`src/ctm_pkg.sv`:
```
// Constants, register map and field layout of the compact timer core.
// Assumes a 32-bit APB slave; every register is one aligned word.
// What this block does
// - Bits 2..0 route first-timer pins to timer.
// - Bits 5..3 route second-timer B pins.
// - Ten-bit values split into low/high bytes.
// - Compare low write fills holding buffer only.
// - Compare high write also loads low from buffer.
// - High byte read captures low into buffer.
// - Low byte read returns holding buffer.
// - Modes: compare output, timer/counter, PWM.
// - Ten-bit up-counter on selected clock source.
// - Period bits compare counter top three bits.
// - Compare A checks all ten counter bits.
// - Counter also cleared by on-bit rising.
// - Counter clears on overflow or match.
// - First-timer pins carry true or inverted timer output.
// - Eight byte registers: counter, compare, controls, pin enable, pin invert.
// - Period code times 128, zero means 1024.
// - Mode 00 compare, 10 PWM, 11 timer.
// - Pause bit freezes and resumes the counter.
package ctm_pkg;

    // ****************************************************************
    // Register byte addresses.
    // ****************************************************************
    localparam logic [7:0] ADDR_CTRL0    = 8'h00;
    localparam logic [7:0] ADDR_CTRL1    = 8'h04;
    localparam logic [7:0] ADDR_CNT_LO   = 8'h08;
    localparam logic [7:0] ADDR_CNT_HI   = 8'h0C;
    localparam logic [7:0] ADDR_CMPA_LO  = 8'h10;
    localparam logic [7:0] ADDR_CMPA_HI  = 8'h14;
    localparam logic [7:0] ADDR_PIN_EN   = 8'h18;
    localparam logic [7:0] ADDR_PIN_INV  = 8'h1C;

    // ****************************************************************
    // Field positions.
    // ****************************************************************
    localparam int CTRL0_PAUSE   = 7;
    localparam int CTRL0_CK_HI   = 6;
    localparam int CTRL0_CK_LO   = 4;
    localparam int CTRL0_ON      = 3;
    localparam int CTRL0_RP_HI   = 2;
    localparam int CTRL0_RP_LO   = 0;
    localparam int CTRL1_M_HI    = 7;
    localparam int CTRL1_M_LO    = 6;
    localparam int CTRL1_IO_HI   = 5;
    localparam int CTRL1_IO_LO   = 4;
    localparam int CTRL1_OC      = 3;
    localparam int CTRL1_POL     = 2;
    localparam int CTRL1_CCLR    = 0;
    localparam int CNT_W         = 10;
    localparam int PERIOD_LSB    = 7;
    localparam int FIRST_PINS    = 3;
    localparam int B_PIN_LO      = 3;
    localparam int A_PIN_LO      = 6;

    // ****************************************************************
    // Reset values and constants.
    // ****************************************************************
    localparam logic [7:0]  BYTE_RESET   = 8'h00;
    localparam logic [9:0]  CNT_RESET    = 10'h000;
    localparam logic [9:0]  CNT_ONE      = 10'h001;
    localparam logic [6:0]  PERIOD_ZERO  = 7'h00;
    localparam logic [7:0]  DIV4_MASK    = 8'h03;
    localparam logic [7:0]  DIV16_MASK   = 8'h0F;
    localparam logic [7:0]  DIV64_MASK   = 8'h3F;
    localparam logic [7:0]  DIV256_MASK  = 8'hFF;
    localparam logic [7:0]  PRESC_ONE    = 8'h01;

    // Clock source codes.
    localparam logic [2:0] CK_SYS_DIV4  = 3'h0;
    localparam logic [2:0] CK_SYS       = 3'h1;
    localparam logic [2:0] CK_H_DIV16   = 3'h2;
    localparam logic [2:0] CK_H_DIV64   = 3'h3;
    localparam logic [2:0] CK_TBC       = 3'h4;
    localparam logic [2:0] CK_EXT_RISE  = 3'h6;
    localparam logic [2:0] CK_EXT_FALL  = 3'h7;

    // Operating modes and pin actions.
    localparam logic [1:0] MODE_COMPARE = 2'h0;
    localparam logic [1:0] MODE_PWM     = 2'h2;
    localparam logic [1:0] MODE_TIMER   = 2'h3;
    localparam logic [1:0] IO_NONE      = 2'h0;
    localparam logic [1:0] IO_LOW       = 2'h1;
    localparam logic [1:0] IO_HIGH      = 2'h2;
    localparam logic [1:0] IO_TOGGLE    = 2'h3;

endpackage

```
`src/ctm_sync.sv`:
```
// Two-flop synchroniser for one level from outside the clock domain.
// Assumes only the second flop is read by the caller.
`timescale 1ns/1ns
module ctm_sync (
    input  wire logic ref_clk,   // System clock.
    input  wire logic reset,     // Synchronous reset, active high.
    input  wire logic async_in,  // Level from a pin.
    output logic      sync_out   // Level safe to use.
);
    typedef struct packed {
        logic first;
        logic second;
    } sync_state_t;

    sync_state_t s_reg;
    sync_state_t s_next;

    // The first flop only feeds the second, to contain metastability.
    always_comb begin
        s_next.first  = async_in;
        s_next.second = s_reg.first;
    end

    // State register.
    always_ff @(posedge ref_clk) begin
        if (reset) begin
            s_reg <= '0;
        end else begin
            s_reg <= s_next;
        end
    end

    assign sync_out = s_reg.second;
endmodule

```
`src/ctm_core.sv`:
```
// Compact 10-bit timer with APB registers and pin-function enables.
// Assumes one 10 MHz clock; the external timer clock is a slow pin.
`timescale 1ns/1ns
module ctm_core (
    input  wire logic        ref_clk,            // System clock.
    input  wire logic        reset,              // Sync reset, high.
    input  wire logic        psel,               // APB select.
    input  wire logic        penable,            // APB enable.
    input  wire logic        pwrite,             // APB direction.
    input  wire logic [7:0]  paddr,              // APB byte address.
    input  wire logic [31:0] pwdata,             // APB write data.
    output logic      [31:0] prdata,             // APB read data.
    output logic             pready,             // APB ready.
    output logic             pslverr,            // APB error.
    input  wire logic        timer_ext_clock_in, // External clock pin.
    input  wire logic [2:0]  second_timer_b_out, // Second timer B outs.
    input  wire logic [1:0]  second_timer_a_out, // Second timer A outs.
    output logic      [7:0]  pin_out,            // Pin output levels.
    output logic      [7:0]  pin_oe,             // Pin timer function.
    output logic             irq_compare_a,      // Comparator A pulse.
    output logic             irq_compare_p       // Comparator P pulse.
);

    // ****************************************************************
    // State.
    // ****************************************************************
    typedef struct packed {
        logic [7:0]  ctrl0;
        logic [7:0]  ctrl1;
        logic [7:0]  pin_en;
        logic [2:0]  pin_inv;
        logic [9:0]  cmpa;
        logic [7:0]  hold;
        logic [9:0]  cnt;
        logic [7:0]  presc;
        logic        on_prev;
        logic        ext_prev;
        logic        tm_out;
        logic        irq_a;
        logic        irq_p;
        logic [31:0] rdata;
        logic        ready;
        logic        err;
        logic [7:0]  pin_out;
        logic [7:0]  pin_oe;
    } core_state_t;

    core_state_t s_reg;
    core_state_t s_next;
    logic        ext_sync;
    logic        setup;
    logic        access;
    logic        tick;
    logic        on_rise;
    logic        a_match;
    logic        p_match;
    logic [9:0]  cnt_inc;
    logic [1:0]  mode;
    logic [1:0]  io_sel;
    logic [2:0]  ck_sel;

    // Zero-extends a byte onto the 32-bit read bus.
    function automatic logic [31:0] word8(input logic [7:0] b);
        return {24'h000000, b};
    endfunction

    // True when the prescaler sits at the terminal count of a mask.
    function automatic logic presc_done(input logic [7:0] p,
                                        input logic [7:0] m);
        return (p & m) == m;
    endfunction

    // The external clock pin crosses in through two flops.
    ctm_sync ext_sync_inst (
        .ref_clk  (ref_clk),
        .reset    (reset),
        .async_in (timer_ext_clock_in),
        .sync_out (ext_sync)
    );

    // ****************************************************************
    // Decodes shared by the bus and the counter.
    // ****************************************************************
    assign setup   = psel && !penable;
    assign access  = psel && penable && s_reg.ready;
    assign mode    = s_reg.ctrl1[ctm_pkg::CTRL1_M_HI:ctm_pkg::CTRL1_M_LO];
    assign io_sel  = s_reg.ctrl1[ctm_pkg::CTRL1_IO_HI:ctm_pkg::CTRL1_IO_LO];
    assign ck_sel  = s_reg.ctrl0[ctm_pkg::CTRL0_CK_HI:ctm_pkg::CTRL0_CK_LO];
    assign on_rise = s_reg.ctrl0[ctm_pkg::CTRL0_ON] && !s_reg.on_prev;
    assign cnt_inc = s_reg.cnt + ctm_pkg::CNT_ONE;

    // Timer clock select; the divided internal sources share one prescaler.
    always_comb begin
        unique case (ck_sel)
            ctm_pkg::CK_SYS_DIV4:
                tick = presc_done(s_reg.presc, ctm_pkg::DIV4_MASK);
            ctm_pkg::CK_SYS:
                tick = 1'b1;
            ctm_pkg::CK_H_DIV16:
                tick = presc_done(s_reg.presc, ctm_pkg::DIV16_MASK);
            ctm_pkg::CK_H_DIV64:
                tick = presc_done(s_reg.presc, ctm_pkg::DIV64_MASK);
            ctm_pkg::CK_TBC:
                tick = presc_done(s_reg.presc, ctm_pkg::DIV256_MASK);
            ctm_pkg::CK_EXT_RISE:
                tick = ext_sync && !s_reg.ext_prev;
            ctm_pkg::CK_EXT_FALL:
                tick = !ext_sync && s_reg.ext_prev;
            default:
                tick = 1'b0;
        endcase
        tick = tick && s_reg.ctrl0[ctm_pkg::CTRL0_ON]
                    && !s_reg.ctrl0[ctm_pkg::CTRL0_PAUSE];
    end

    // Matches are judged on the value the counter is about to take;
    // period code zero lines up with the wrap, so it means 1024.
    assign p_match = tick
        && cnt_inc[ctm_pkg::CNT_W-1:ctm_pkg::PERIOD_LSB]
           == s_reg.ctrl0[ctm_pkg::CTRL0_RP_HI:ctm_pkg::CTRL0_RP_LO]
        && cnt_inc[ctm_pkg::PERIOD_LSB-1:0]
           == ctm_pkg::PERIOD_ZERO;
    assign a_match = tick && cnt_inc == s_reg.cmpa;

    // ****************************************************************
    // Next-state logic.
    // ****************************************************************
    always_comb begin
        s_next          = s_reg;
        s_next.presc    = s_reg.presc + ctm_pkg::PRESC_ONE;
        s_next.ext_prev = ext_sync;
        s_next.on_prev  = s_reg.ctrl0[ctm_pkg::CTRL0_ON];
        s_next.irq_a    = a_match;
        s_next.irq_p    = p_match;

        // Answer in the setup cycle so the access phase ends at once.
        s_next.ready = setup;
        s_next.err   = 1'b0;
        if (setup) begin
            s_next.rdata = '0;
            unique case (paddr)
                ctm_pkg::ADDR_CTRL0:   s_next.rdata = word8(s_reg.ctrl0);
                ctm_pkg::ADDR_CTRL1:   s_next.rdata = word8(s_reg.ctrl1);
                ctm_pkg::ADDR_CNT_LO,
                ctm_pkg::ADDR_CMPA_LO: s_next.rdata = word8(s_reg.hold);
                ctm_pkg::ADDR_CNT_HI:
                    s_next.rdata = word8({6'h00, s_reg.cnt[9:8]});
                ctm_pkg::ADDR_CMPA_HI:
                    s_next.rdata = word8({6'h00, s_reg.cmpa[9:8]});
                ctm_pkg::ADDR_PIN_EN:  s_next.rdata = word8(s_reg.pin_en);
                ctm_pkg::ADDR_PIN_INV:
                    s_next.rdata = word8({5'h00, s_reg.pin_inv});
                default:               s_next.err = 1'b1;
            endcase
            // The counter pair is read-only; software cannot load it.
            if (pwrite && (paddr == ctm_pkg::ADDR_CNT_LO
                        || paddr == ctm_pkg::ADDR_CNT_HI)) begin
                s_next.err = 1'b1;
            end
        end

        // Register effects land on the completing edge only.
        if (access && pwrite) begin
            unique case (paddr)
                ctm_pkg::ADDR_CTRL0:   s_next.ctrl0 = pwdata[7:0];
                ctm_pkg::ADDR_CTRL1:   s_next.ctrl1 = pwdata[7:0];
                ctm_pkg::ADDR_CMPA_LO: s_next.hold = pwdata[7:0];
                ctm_pkg::ADDR_CMPA_HI:
                    s_next.cmpa = {pwdata[1:0], s_reg.hold};
                ctm_pkg::ADDR_PIN_EN:  s_next.pin_en = pwdata[7:0];
                ctm_pkg::ADDR_PIN_INV: s_next.pin_inv = pwdata[2:0];
                default:               s_next.pin_inv = s_reg.pin_inv;
            endcase
        end else if (access) begin
            // A high-byte read freezes the matching low byte.
            if (paddr == ctm_pkg::ADDR_CNT_HI) begin
                s_next.hold = s_reg.cnt[7:0];
            end else if (paddr == ctm_pkg::ADDR_CMPA_HI) begin
                s_next.hold = s_reg.cmpa[7:0];
            end
        end

        // Counter: cleared on switch-on, wrap or the selected match.
        if (on_rise) begin
            s_next.cnt = ctm_pkg::CNT_RESET;
        end else if (tick) begin
            if (s_reg.ctrl1[ctm_pkg::CTRL1_CCLR] ? a_match : p_match) begin
                s_next.cnt = ctm_pkg::CNT_RESET;
            end else begin
                s_next.cnt = cnt_inc;
            end
        end

        // Timer output per mode; the mode change is expected while off.
        unique case (mode)
            ctm_pkg::MODE_COMPARE: begin
                if (on_rise) begin
                    s_next.tm_out = s_reg.ctrl1[ctm_pkg::CTRL1_OC];
                end else if (a_match) begin
                    unique case (io_sel)
                        ctm_pkg::IO_NONE:   s_next.tm_out = s_reg.tm_out;
                        ctm_pkg::IO_LOW:    s_next.tm_out = 1'b0;
                        ctm_pkg::IO_HIGH:   s_next.tm_out = 1'b1;
                        ctm_pkg::IO_TOGGLE: s_next.tm_out = !s_reg.tm_out;
                    endcase
                end
            end
            ctm_pkg::MODE_PWM: begin
                unique case (io_sel)
                    ctm_pkg::IO_NONE:   s_next.tm_out = 1'b0;
                    ctm_pkg::IO_LOW:    s_next.tm_out = 1'b1;
                    ctm_pkg::IO_HIGH:
                        s_next.tm_out = s_reg.cnt < s_reg.cmpa;
                    ctm_pkg::IO_TOGGLE: s_next.tm_out = 1'b0;
                endcase
            end
            ctm_pkg::MODE_TIMER: s_next.tm_out = 1'b0;
            default:             s_next.tm_out = s_reg.tm_out;
        endcase

        // Pins: enabled ones carry a timer, the rest keep other use.
        for (int i = 0; i < ctm_pkg::FIRST_PINS; i++) begin
            s_next.pin_out[i] = s_reg.pin_en[i]
                && (s_reg.tm_out ^ s_reg.ctrl1[ctm_pkg::CTRL1_POL]
                    ^ s_reg.pin_inv[i]);
        end
        s_next.pin_out[5:3] = s_reg.pin_en[5:3] & second_timer_b_out;
        s_next.pin_out[7:6] = s_reg.pin_en[7:6] & second_timer_a_out;
        s_next.pin_oe = s_reg.pin_en;
    end

    // ****************************************************************
    // State register; every register clears on reset.
    // ****************************************************************
    always_ff @(posedge ref_clk) begin
        if (reset) begin
            s_reg <= '0;
        end else begin
            s_reg <= s_next;
        end
    end

    assign prdata        = s_reg.rdata;
    assign pready        = s_reg.ready;
    assign pslverr       = s_reg.err;
    assign pin_out       = s_reg.pin_out;
    assign pin_oe        = s_reg.pin_oe;
    assign irq_compare_a = s_reg.irq_a;
    assign irq_compare_p = s_reg.irq_p;
endmodule

```
`config.mk`:
```
export PLATFORM = sky130hd
export DESIGN_NAME = ctm_core
export DESIGN_NICKNAME = d
export VERILOG_FILES = /design/src/ctm_pkg.sv /design/src/ctm_sync.sv /design/src/ctm_core.sv
export SDC_FILE = /design/constraint.sdc
export NUM_CORES = 1
export LEC_CHECK = 0
export BUFFER_PORTS_ARGS = -buffer_cell sky130_fd_sc_hd__buf_2
export CORE_MARGIN = 2
export CORE_UTILIZATION = 55
export CTS_CLUSTER_DIAMETER = 150
export DETAILED_ROUTE_END_ITERATION = 16
export PLACE_DENSITY_LB_ADDON = 0.08
export SKIP_LAST_GASP = 1
export SYNTH_ARGS = -nofsm -noshare
export SYNTH_HDL_FRONTEND = slang
export SYNTH_SLANG_ARGS = --single-unit
```
`constraint.sdc`:
```
create_clock -name ref_clk -period 3.1 [get_ports ref_clk]
set_input_delay 0.155 -clock ref_clk [delete_from_list [all_inputs] [get_ports ref_clk]]
set_output_delay 0.155 -clock ref_clk [all_outputs]
set_load 0.005 [all_outputs]
```
==> run_results.csv, run 1 <==
group,metric,value,unit
synth,syn-instance-count,662,
final_layout,drive_gt1_frac,0.148,
timing,whs,54.6,ps
clock_tree,tritoncts,"yes",
setup_path,cp.arrival,2960,ps
floorplan,initial_core_util,0.560,
clock_tree,ctsResizeCount,0,
clock_tree,clock_latency,370,ps
clock_tree,clk_path_buf_depth,2,
pwr,power.density,389,nW/um^2
final_layout,diodes,0,
hold_path,min_path_type,"input port to register",
clock_tree,cts_buffers,9,
timing,max_slew.worst_pin.slew,787,ps
timing,period_share,0.869,
timing,finalCriticalPeriod,2690,ps
setup_path,required,3370,ps
grt,grt_start_max_net_pins,77,
timing,timing.fmax,371,MHz
final_layout,syn2layout_area_growth,7.92,%
synth,yosysSeqAreaShare,0.354,
timing,setup_violations,0,
timing,slew_violations,0,
hold_path,hold_start,"reset",
setup_path,cp-start-kind,"register",
floorplan,rows,36,
timing,timing.slew.headroom,0.475,
pwr,leakagePower,2.26,nW
pwr,peakVddDrop,273,uV
grt,met2_usage,0.408,
clock_tree,clkTransAtPathRegs,90,ps
clock_tree,clockRootBuffer,"clkbuf_8",
routing,drc_errors,0,
grt,top_usage_layer,"met2",
final_layout,fillers,891,
floorplan,fp.dieH,103,um
routing,viasPerCell,5.64,
timing,rsz0062_at_grt,"false",
routing,vias,4668,
floorplan,core,9680,um^2
floorplan,num_io_pins,103,
synth,postSynthAreaPerCell,8.19,um^2
setup_path,timing.rr.end,"s_reg[52]",
routing,wl,13500,um
placement,dpl.hpwl,9860,um
grt,gr-usage-met3,0.0437,
outcome,status,"complete, no violations",
routing,ant_nets,0,
routing,drt-initial-drc-count,322,
placement,place_congestion,0.953,
grt,grt_use_met1,0.367,
setup_path,crit_fanout,7,
clock_tree,htreeDepth,3,
floorplan,dieArea,10700,um^2
setup_path,worstSetupEndpointType,"register",
placement,port_buffers,54,
grt,overflow,0,
synth,ys_warn_count,0,
timing,final_hold_viol_count,0,
clock_tree,clock_sinks,96,
grt,grt_usage,0.262,
grt,grt_pass1_vias,4161,
routing,avgRoutedWirePerCell,16.3,um
setup_path,r2r-start,"s_reg[63]",
setup_path,r2r_cells,8,
final_layout,final_nets,757,
setup_path,worstSetupPathType,"register to register",
floorplan,die_w,103,um
synth,synth_edf_count,0,
final_layout,largest_reg_flops,50,
setup_path,r2r_slack,410,ps
synth,ys_seq_elements,96,
hold_path,whs_endpoint,"s_reg[74]",
synth,synth_cell_type_count,66,
synth,ys_async_sr_fraction,0,
synth,synth_flop_cell,"dfxtp_1",
synth,netlist_area,5420,um^2
clock_tree,cts_setup_buffers,0,
job,max-cap-violations,0,
timing,setup_tns,0,ps
grt,antenna_found_initial,0,
grt,grt_pass1_wl,21500,um
clock_tree,hold_buffers,6,
hold_path,hold-path-cell-count,2,
routing,dr.pass1.iters,5,
timing,finalClockSkew,6.75,ps
## synthesized netlist by cell type, drive strengths merged (3+ instances only)
cell / count / area [um^2]
and2: 11 / 68.8
nand2: 65 / 246
a311oi: 5 / 50.0
or3: 5 / 31.3
buf: 62 / 430
and3: 5 / 31.3
clkbuf: 23 / 86.3
a22oi: 3 / 22.5
nor4: 5 / 37.5
inv: 17 / 63.8
nand4: 13 / 87.6
nand2b: 7 / 43.8
a21o: 4 / 30.0
o22ai: 4 / 25.0
nand4b: 4 / 35.0
nor3: 10 / 50.1
nor2b: 22 / 138
a21oi: 49 / 245
dfxtp: 96 / 1920
o211a: 3 / 30.0
a211oi: 12 / 103
a222oi: 5 / 50.1
xnor2: 7 / 61.3
nor2: 63 / 249
mux2i: 26 / 260
ha: 16 / 200
a211o: 8 / 70.1
xor2: 15 / 131
or4: 4 / 30.0
nand3: 50 / 260
o21ai: 11 / 55.1
and4: 4 / 37.5
## report_power, final
| group | switching (W) | internal [W] | leakage, nW | total (W) |
|---|---|---|---|---|
| logic | 0.0000703 | 0.0000402 | 1.37 | 0.000110 |
| clock network | 0.000452 | 0.000460 | 0.108 | 0.000912 |
| registers | 0.00000668 | 0.00124 | 0.776 | 0.00125 |
| total | 0.000529 | 0.00174 | 2.26 | 0.00227 |
## layout make-up
type	instances	area [um^2]	share of cell area
Sequential cell	96	1920	0.328
Clock buffer	10	128	0.0218
Timing Repair Buffer	79	473	0.0808
Multi-Input combinational cell	487	3010	0.514
Clock inverter	6	92.6	0.0158
Inverter	17	63.8	0.0109
Tap cell	133	166	0.0284
## how the worst max path moves through the flow
| stage | from | to | slack (ps) | depth (start not counted) |
|---|---|---|---|---|
| 4_1_cts | s_reg[68] | s_reg[65] | 440 | 7 |
| 6_report | s_reg[63] | s_reg[52] | 410 | 8 |
| 3_3_place_gp | s_reg[63] | s_reg[52] | 450 | 8 |
| 2_1_floorplan | s_reg[64] | s_reg[68] | 710 | 11 |
| 5_1_grt | s_reg[64] | s_reg[52] | 150 | 8 |
| 3_5_place_dp | s_reg[68] | s_reg[65] | 460 | 7 |
## logic make-up after synthesis
kind of cell / count (synthesis) / synth area share
AND/OR/NAND/NOR: 275 / 0.259
AO/OA/AOI/OAI: 123 / 0.156
buffers and inverters: 102 / 0.107
flip-flops: 96 / 0.354
multiplexers: 27 / 0.0501
XOR/XNOR: 22 / 0.0355
adder cells (fa/ha/maj): 16 / 0.0369
other: 1 / 0.000692
## placed cells by master (no fill, tap or decap), types with 5 or more instances in the layout
cell / instances
a211o_1: 8
a211oi_1: 11
a21oi_1: 49
a222oi_1: 5
and2_1: 11
and3_1: 5
buf_2: 54
buf_4: 19
clkbuf_8: 9
conb_1: 24
dfxtp_1: 96
dlygate4sd3_1: 6
ha_1: 16
inv_1: 17
mux2i_1: 26
nand2_1: 64
nand2b_1: 7
nand3_1: 48
nand4_1: 12
nor2_1: 60
nor2b_1: 22
nor3_1: 10
o21ai_0: 11
or3_1: 5
xnor2_1: 7
xor2_1: 15
## routing by layer
metal | routed length [um] | vias to the layer above | part of all wire
met4 | 342 | 0 | 0.025
met5 | 0 | - | 0
li1 | - | 2314 | -
met3 | 765 | 20 | 0.057
met1 | 6330 | 2182 | 0.47
met2 | 6070 | 152 | 0.45
## critical path: stages, from the launching register on
cell       delay, ps
dfxtp_1          350
ha_1             330
and3_1           400
xnor2_1          130
a2111oi_0        440
and4_1           330
nand4_1          130
o211ai_1         130
mux2_2           350
## through the flow
step                      cells  power (W)  utilization  setup slack (ps)  cell area (um^2)
after CTS                   828    0.00229        0.604               436              5850
after detailed placement    806    0.00138        0.575               458              5570
final                       828    0.00227        0.604               407              5850
after floorplan             685    0.00136            -               707              5510
after global placement      806    0.00138        0.575               450              5570
after global routing        828    0.00235        0.604               146              5850
(Power assumes the default switching activity.)
==> inputs of run 2 (changes only) <==
--- a/config.mk
+++ b/config.mk
@@ -5,11 +5,11 @@
 export SDC_FILE = /design/constraint.sdc
 export NUM_CORES = 1
 export LEC_CHECK = 0
-export BUFFER_PORTS_ARGS = -buffer_cell sky130_fd_sc_hd__buf_2
 export CORE_MARGIN = 2
 export CORE_UTILIZATION = 55
 export CTS_CLUSTER_DIAMETER = 150
 export DETAILED_ROUTE_END_ITERATION = 16
+export DONT_BUFFER_PORTS = 1
 export PLACE_DENSITY_LB_ADDON = 0.08
 export SKIP_LAST_GASP = 1
 export SYNTH_ARGS = -nofsm -noshare
==> run_results.csv, run 2 (synthesis results as in run 1) <==
group,metric,value,unit
setup_path,worstSetupEndpointType,"register",
clock_tree,cts_buffers,9,
clock_tree,clockRootBuffer,"clkbuf_8",
clock_tree,clock_sinks,96,
hold_path,min_path_type,"input port to register",
timing,setup_violations,0,
timing,period_share,0.869,
job,max-cap-violations,0,
timing,timing.fmax,371,MHz
placement,place_congestion,0.855,
routing,wl,13500,um
setup_path,r2r_slack,410,ps
pwr,peakVddDrop,218,uV
routing,drt-initial-drc-count,340,
pwr,power.density,388,nW/um^2
clock_tree,ctsResizeCount,0,
final_layout,fillers,905,
routing,ant_nets,0,
floorplan,fp.dieH,103,um
setup_path,crit_fanout,13,
hold_path,hold-path-cell-count,2,
setup_path,r2r_cells,8,
placement,place_inst,752,
pwr,leakagePower,2.04,nW
setup_path,worstSetupPathType,"register to register",
timing,finalClockSkew,9.71,ps
floorplan,dieArea,10700,um^2
clock_tree,htreeDepth,3,
final_layout,drive_gt1_frac,0.0768,
floorplan,die_w,103,um
hold_path,hold_start,"reset",
placement,port_buffers,0,
timing,finalCriticalPeriod,2690,ps
final_layout,final_nets,713,
setup_path,r2r-start,"s_reg[66]",
final_layout,largest_reg_flops,50,
timing,slew_violations,0,
routing,drc_errors,0,
routing,viasPerCell,5.79,
final_layout,instances_no_fill,784,
hold_path,whs_endpoint,"s_reg[52]",
floorplan,core,9680,um^2
clock_tree,clock_latency,370,ps
clock_tree,tritoncts,"yes",
floorplan,initial_core_util,0.560,
outcome,status,"complete, no violations",
floorplan,rows,36,
timing,rsz0062_at_grt,"false",
grt,grt_usage,0.262,
setup_path,cp.arrival,2980,ps
setup_path,cp-start-kind,"register",
final_layout,syn2layout_area_growth,4.75,%
final_layout,mostFrequentLayoutCells,"dfxtp_1, nand2_1, nor2_1, a21oi_1, nand3_1",
grt,grt_pass1_vias,4154,
final_layout,diodes,0,
routing,vias,4541,
grt,antenna_found_initial,0,
grt,grt_start_max_net_pins,78,
timing,final_hold_viol_count,0,
grt,overflow,0,
timing,max_slew.worst_pin.slew,744,ps
setup_path,required,3390,ps
routing,dr.pass1.iters,6,
timing,setup_tns,0,ps
grt,grt_pass1_wl,21500,um
routing,avgRoutedWirePerCell,17.3,um
floorplan,num_io_pins,103,
placement,dpl.hpwl,9590,um
setup_path,timing.rr.end,"s_reg[65]",
timing,timing.slew.headroom,0.503,
final_layout,final_common_cell,"dfxtp_1",
clock_tree,clk_path_buf_depth,2,
clock_tree,clkTransAtPathRegs,100,ps
-- run 2: cell types whose count changed in the layout (fill, tap and decap cells not counted), sizes merged --
cell,change
dlygate4sd3,+9
inv,+2
clkinv,-2
buf,-53
clkinvlp,+1
bufinv,-1
-- run 2: worst max path at each step --
stage | to | slack, ps | startpoint
after floorplan | s_reg[68] | 710 | s_reg[64]
after global placement | s_reg[66] | 540 | s_reg[63]
after detailed placement | s_reg[65] | 460 | s_reg[66]
after CTS | s_reg[65] | 440 | s_reg[66]
after global routing | s_reg[65] | 290 | s_reg[66]
final | s_reg[65] | 410 | s_reg[66]
-- run 2: routing by layer --
layer,up-vias,track usage,routed length [um]
met3,15,0.0397,925
met4,0,0.0911,197
met5,-,0,0
met1,2131,0.353,6190
met2,156,0.430,6220
li1,2239,-,-
-- run 2: metrics by stage --
step | instance area (um^2) | util | power, W | setup slack, ps | hold WS (ps)
5_1_grt | 5680 | 0.586 | 0.00227 | 286 | 60.1
6_report | 5680 | 0.586 | 0.00220 | 408 | 30.5
3_3_place_gp | 5300 | 0.547 | 0.00133 | 538 | 230
2_1_floorplan | 5510 | - | 0.00136 | 707 | 234
4_1_cts | 5680 | 0.586 | 0.00221 | 437 | 25.9
3_5_place_dp | 5300 | 0.547 | 0.00133 | 461 | 236
-- run 2: critical path, cell delays in order (launching register included) --
cell	delay [ps]
dfxtp_1	640
nand4_1	210
buf_4	190
or4_1	420
a21o_1	190
and4_4	190
a211oi_4	430
nand2_2	110
o311ai_2	210
-- run 2: power by group --
group / switching [W] / leakage [nW] / internal [W] / total [W]
clock network: 0.000478 / 0.0954 / 0.000385 / 0.000863
registers: 0.00000841 / 0.776 / 0.00124 / 0.00125
logic: 0.0000534 / 1.17 / 0.0000353 / 0.0000887
-- run 2: area by class of cell --
type                       count  area [um^2]  share of cell area
clock inverter                 6         73.8              0.0130
tap                          133          166              0.0293
timing repair buffer          35          320              0.0564
clock buffer                  10          128              0.0225
multi-input combinational    487         3010               0.529
sequential                    96         1920               0.338
inverter                      17         63.8              0.0112
-- run 2: timing repair --
action	4_1_cts	5_1_grt
hold endpoints to repair	85	0
hold buffers	16	0
endpoints found under the setup margin	0	0
buffers inserted	0	0
==> inputs of run 3 (changes only) <==
--- a/config.mk
+++ b/config.mk
@@ -5,6 +5,7 @@
 export SDC_FILE = /design/constraint.sdc
 export NUM_CORES = 1
 export LEC_CHECK = 0
+export ABC_AREA = 1
 export CORE_MARGIN = 2
 export CORE_UTILIZATION = 55
 export CTS_CLUSTER_DIAMETER = 150
==> run_results.csv, run 3 <==
group,metric,value,unit
outcome,status,"complete, no violations",
grt,grt_use_met1,0.339,
setup_path,required,3360,ps
timing,timing.slew.headroom,0.409,
hold_path,min_path_type,"input port to register",
hold_path,whs_endpoint,"s_reg[76]",
timing,timing.fmax,445,MHz
grt,antenna_found_initial,0,
floorplan,num_io_pins,103,
clock_tree,cts_buffers,9,
pwr,power.density,394,nW/um^2
timing,period_share,0.724,
setup_path,r2r_cells,10,
setup_path,crit_family,"simple AND/OR/NAND/NOR gates",
timing,finalCriticalPeriod,2250,ps
setup_path,critPathBufInv,0,
grt,grt_pass1_vias,4171,
synth,synth_common_cells,"nand2_1, dfxtp_1, nor2_1",
floorplan,fp.dieH,102,um
final_layout,largest_reg_flops,50,
job,max-cap-violations,0,
timing,max_slew.worst_pin.slew,886,ps
synth,synth_cell_type_count,45,
routing,drt-initial-drc-count,252,
floorplan,dieArea,10300,um^2
grt,top_usage_layer,"met2",
synth,netlist_area,5240,um^2
clock_tree,tritoncts,"yes",
routing,wl,13100,um
final_layout,final_common_cell,"nand2_1",
placement,dpl.hpwl,9860,um
synth,postSynthAreaPerCell,7.19,um^2
final_layout,fillers,900,
final_layout,mostFrequentLayoutCells,"nand2_1, dfxtp_1, nor2_1, inv_1, a21oi_1",
synth,syn-instance-count,729,
setup_path,worstSetupPathType,"register to register",
grt,overflow,0,
timing,rsz0062_at_grt,"false",
timing,setup_violations,0,
setup_path,slowest_stage,"dfxtp_1",
setup_path,r2r_slack,850,ps
hold_path,hold_start,"pwdata[3]",
pwr,peakVddDrop,226,uV
synth,synth_most_common_cell,"nand2_1",
synth,ys_warn_count,0,
floorplan,die_w,102,um
routing,vias,4540,
timing,slew_violations,0,
setup_path,slowest_delay,510,ps
synth,synth.top_cell.area_share,0.366,
grt,met2_usage,0.426,
placement,place_congestion,0.873,
floorplan,rows,35,
grt,grt_start_max_net_pins,52,
setup_path,worstSetupEndpointType,"register",
setup_path,timing.rr.end,"s_reg[64]",
setup_path,crit_fanout,8,
setup_path,cp.arrival,2500,ps
routing,drc_errors,0,
clock_tree,clock_latency,370,ps
routing,viasPerCell,5.34,
synth,synth_edf_count,0,
routing,avgRoutedWirePerCell,15.4,um
timing,setup_tns,0,ps
grt,gr-usage-met3,0.0476,
final_layout,drive_gt1_frac,0.0860,
hold_path,hold-path-cell-count,2,
clock_tree,clockRootBuffer,"clkbuf_8",
grt,grt_pass1_wl,20500,um
final_layout,final_area,5430,um^2
setup_path,path_cells,"ha_1 -> nand2_2 -> a21boi_0 -> nand2_1 -> nor2_1 -> nand3_1 -> nor2_2 -> nand4_4 -> nand4_1 -> a21oi_1",
setup_path,cp-start-kind,"register",
synth,ys_top_cells_by_area,"dfxtp_1, nand2_1, buf_4",
clock_tree,clk_path_buf_depth,2,
clock_tree,clock_sinks,96,
setup_path,critPathLaunch,"s_reg[64]",
pwr,leakagePower,2.12,nW
clock_tree,htreeDepth,3,
final_layout,final_nets,783,
clock_tree,clkTransAtPathRegs,110,ps
setup_path,r2r-start,"s_reg[64]",
floorplan,initial_core_util,0.568,
routing,ant_nets,0,
routing,dr.pass1.iters,7,
synth,ys_seq_elements,96,
floorplan,core,9240,um^2
timing,finalClockSkew,11.1,ps
final_layout,diodes,0,
timing,final_hold_viol_count,0,
clock_tree,ctsResizeCount,0,
synth,yosysSeqAreaShare,0.366,
synth,synth_flop_cell,"dfxtp_1",
synth,ys_async_sr_fraction,0,
grt,grt_usage,0.257,
synth,netlist.top_cell.by_area,"dfxtp_1",
placement,place_area,5050,um^2
final_layout,syn2layout_area_growth,3.53,%
placement,port_buffers,0,
[run 3: cell count changes after synthesis, sizes merged, moves of 12 or more]
cell / before / now
mux2i: 26 / 0
xor2: 15 / 3
inv: 17 / 84
o21ai: 11 / 44
nor2b: 22 / 0
nor2: 63 / 97
o211ai: 2 / 15
nand2: 65 / 150
[run 3: logic make-up after synthesis]
kind of cell	count (synthesis)	share of synthesized area
and+or+nand+nor	306	0.266
buffers and inverters	153	0.148
AOI/OAI and AO/OA	149	0.166
DFF	96	0.366
adders and majority gates	16	0.0382
xor gates and xnor gates	8	0.0148
other	1	0.000715
[run 3: routing by layer]
metal,wire length (um),up-vias,part of all wire
li1,-,2289,-
met1,6120,2116,0.47
met2,6120,114,0.47
met3,610,21,0.046
met4,279,0,0.021
met5,0,-,0
[run 3: repair_timing]
action,4_1_cts,5_1_grt
endpoints found under the hold margin,70,0
setup endpoints to repair,0,0
buffers inserted,0,0
hold buffers,18,0
[run 3: final cells by class]
| class | count | area [um^2] | area share |
|---|---|---|---|
| clock buffer | 9 | 124 | 0.0228 |
| clock inverter | 7 | 61.3 | 0.0113 |
| inverter | 87 | 329 | 0.0606 |
| multi-input combinational | 503 | 2630 | 0.485 |
| sequential | 96 | 1920 | 0.354 |
| tap | 129 | 161 | 0.0297 |
| timing repair buffer | 19 | 198 | 0.0364 |
[run 3: how the worst max path moves through the flow]
stage,endpoint,slack [ps],depth (start not counted)
after floorplan,s_reg[52],1310,11
after global placement,s_reg[64],960,10
after detailed placement,s_reg[64],930,10
after CTS,s_reg[52],900,11
after global routing,s_reg[69],640,10
final,s_reg[64],850,10
[run 3: power by group]
part           total [W]  switching [W]  leakage, nW  internal [W]
combinational  0.0000895      0.0000596         1.25     0.0000299
sequential       0.00124     0.00000395        0.774       0.00124
clock           0.000804       0.000495       0.0940      0.000309
[run 3: through the flow]
stage | hold slack [ps] | total power (W) | setup slack [ps] | std cells | util
2_1_floorplan | 262 | 0.00134 | 1310 | 752 | -
3_3_place_gp | 229 | 0.00132 | 963 | 816 | 0.547
3_5_place_dp | 231 | 0.00132 | 928 | 816 | 0.547
4_1_cts | 5.63 | 0.00216 | 898 | 850 | 0.588
5_1_grt | 25.9 | 0.00222 | 644 | 850 | 0.588
6_report | 7.34 | 0.00214 | 855 | 850 | 0.588
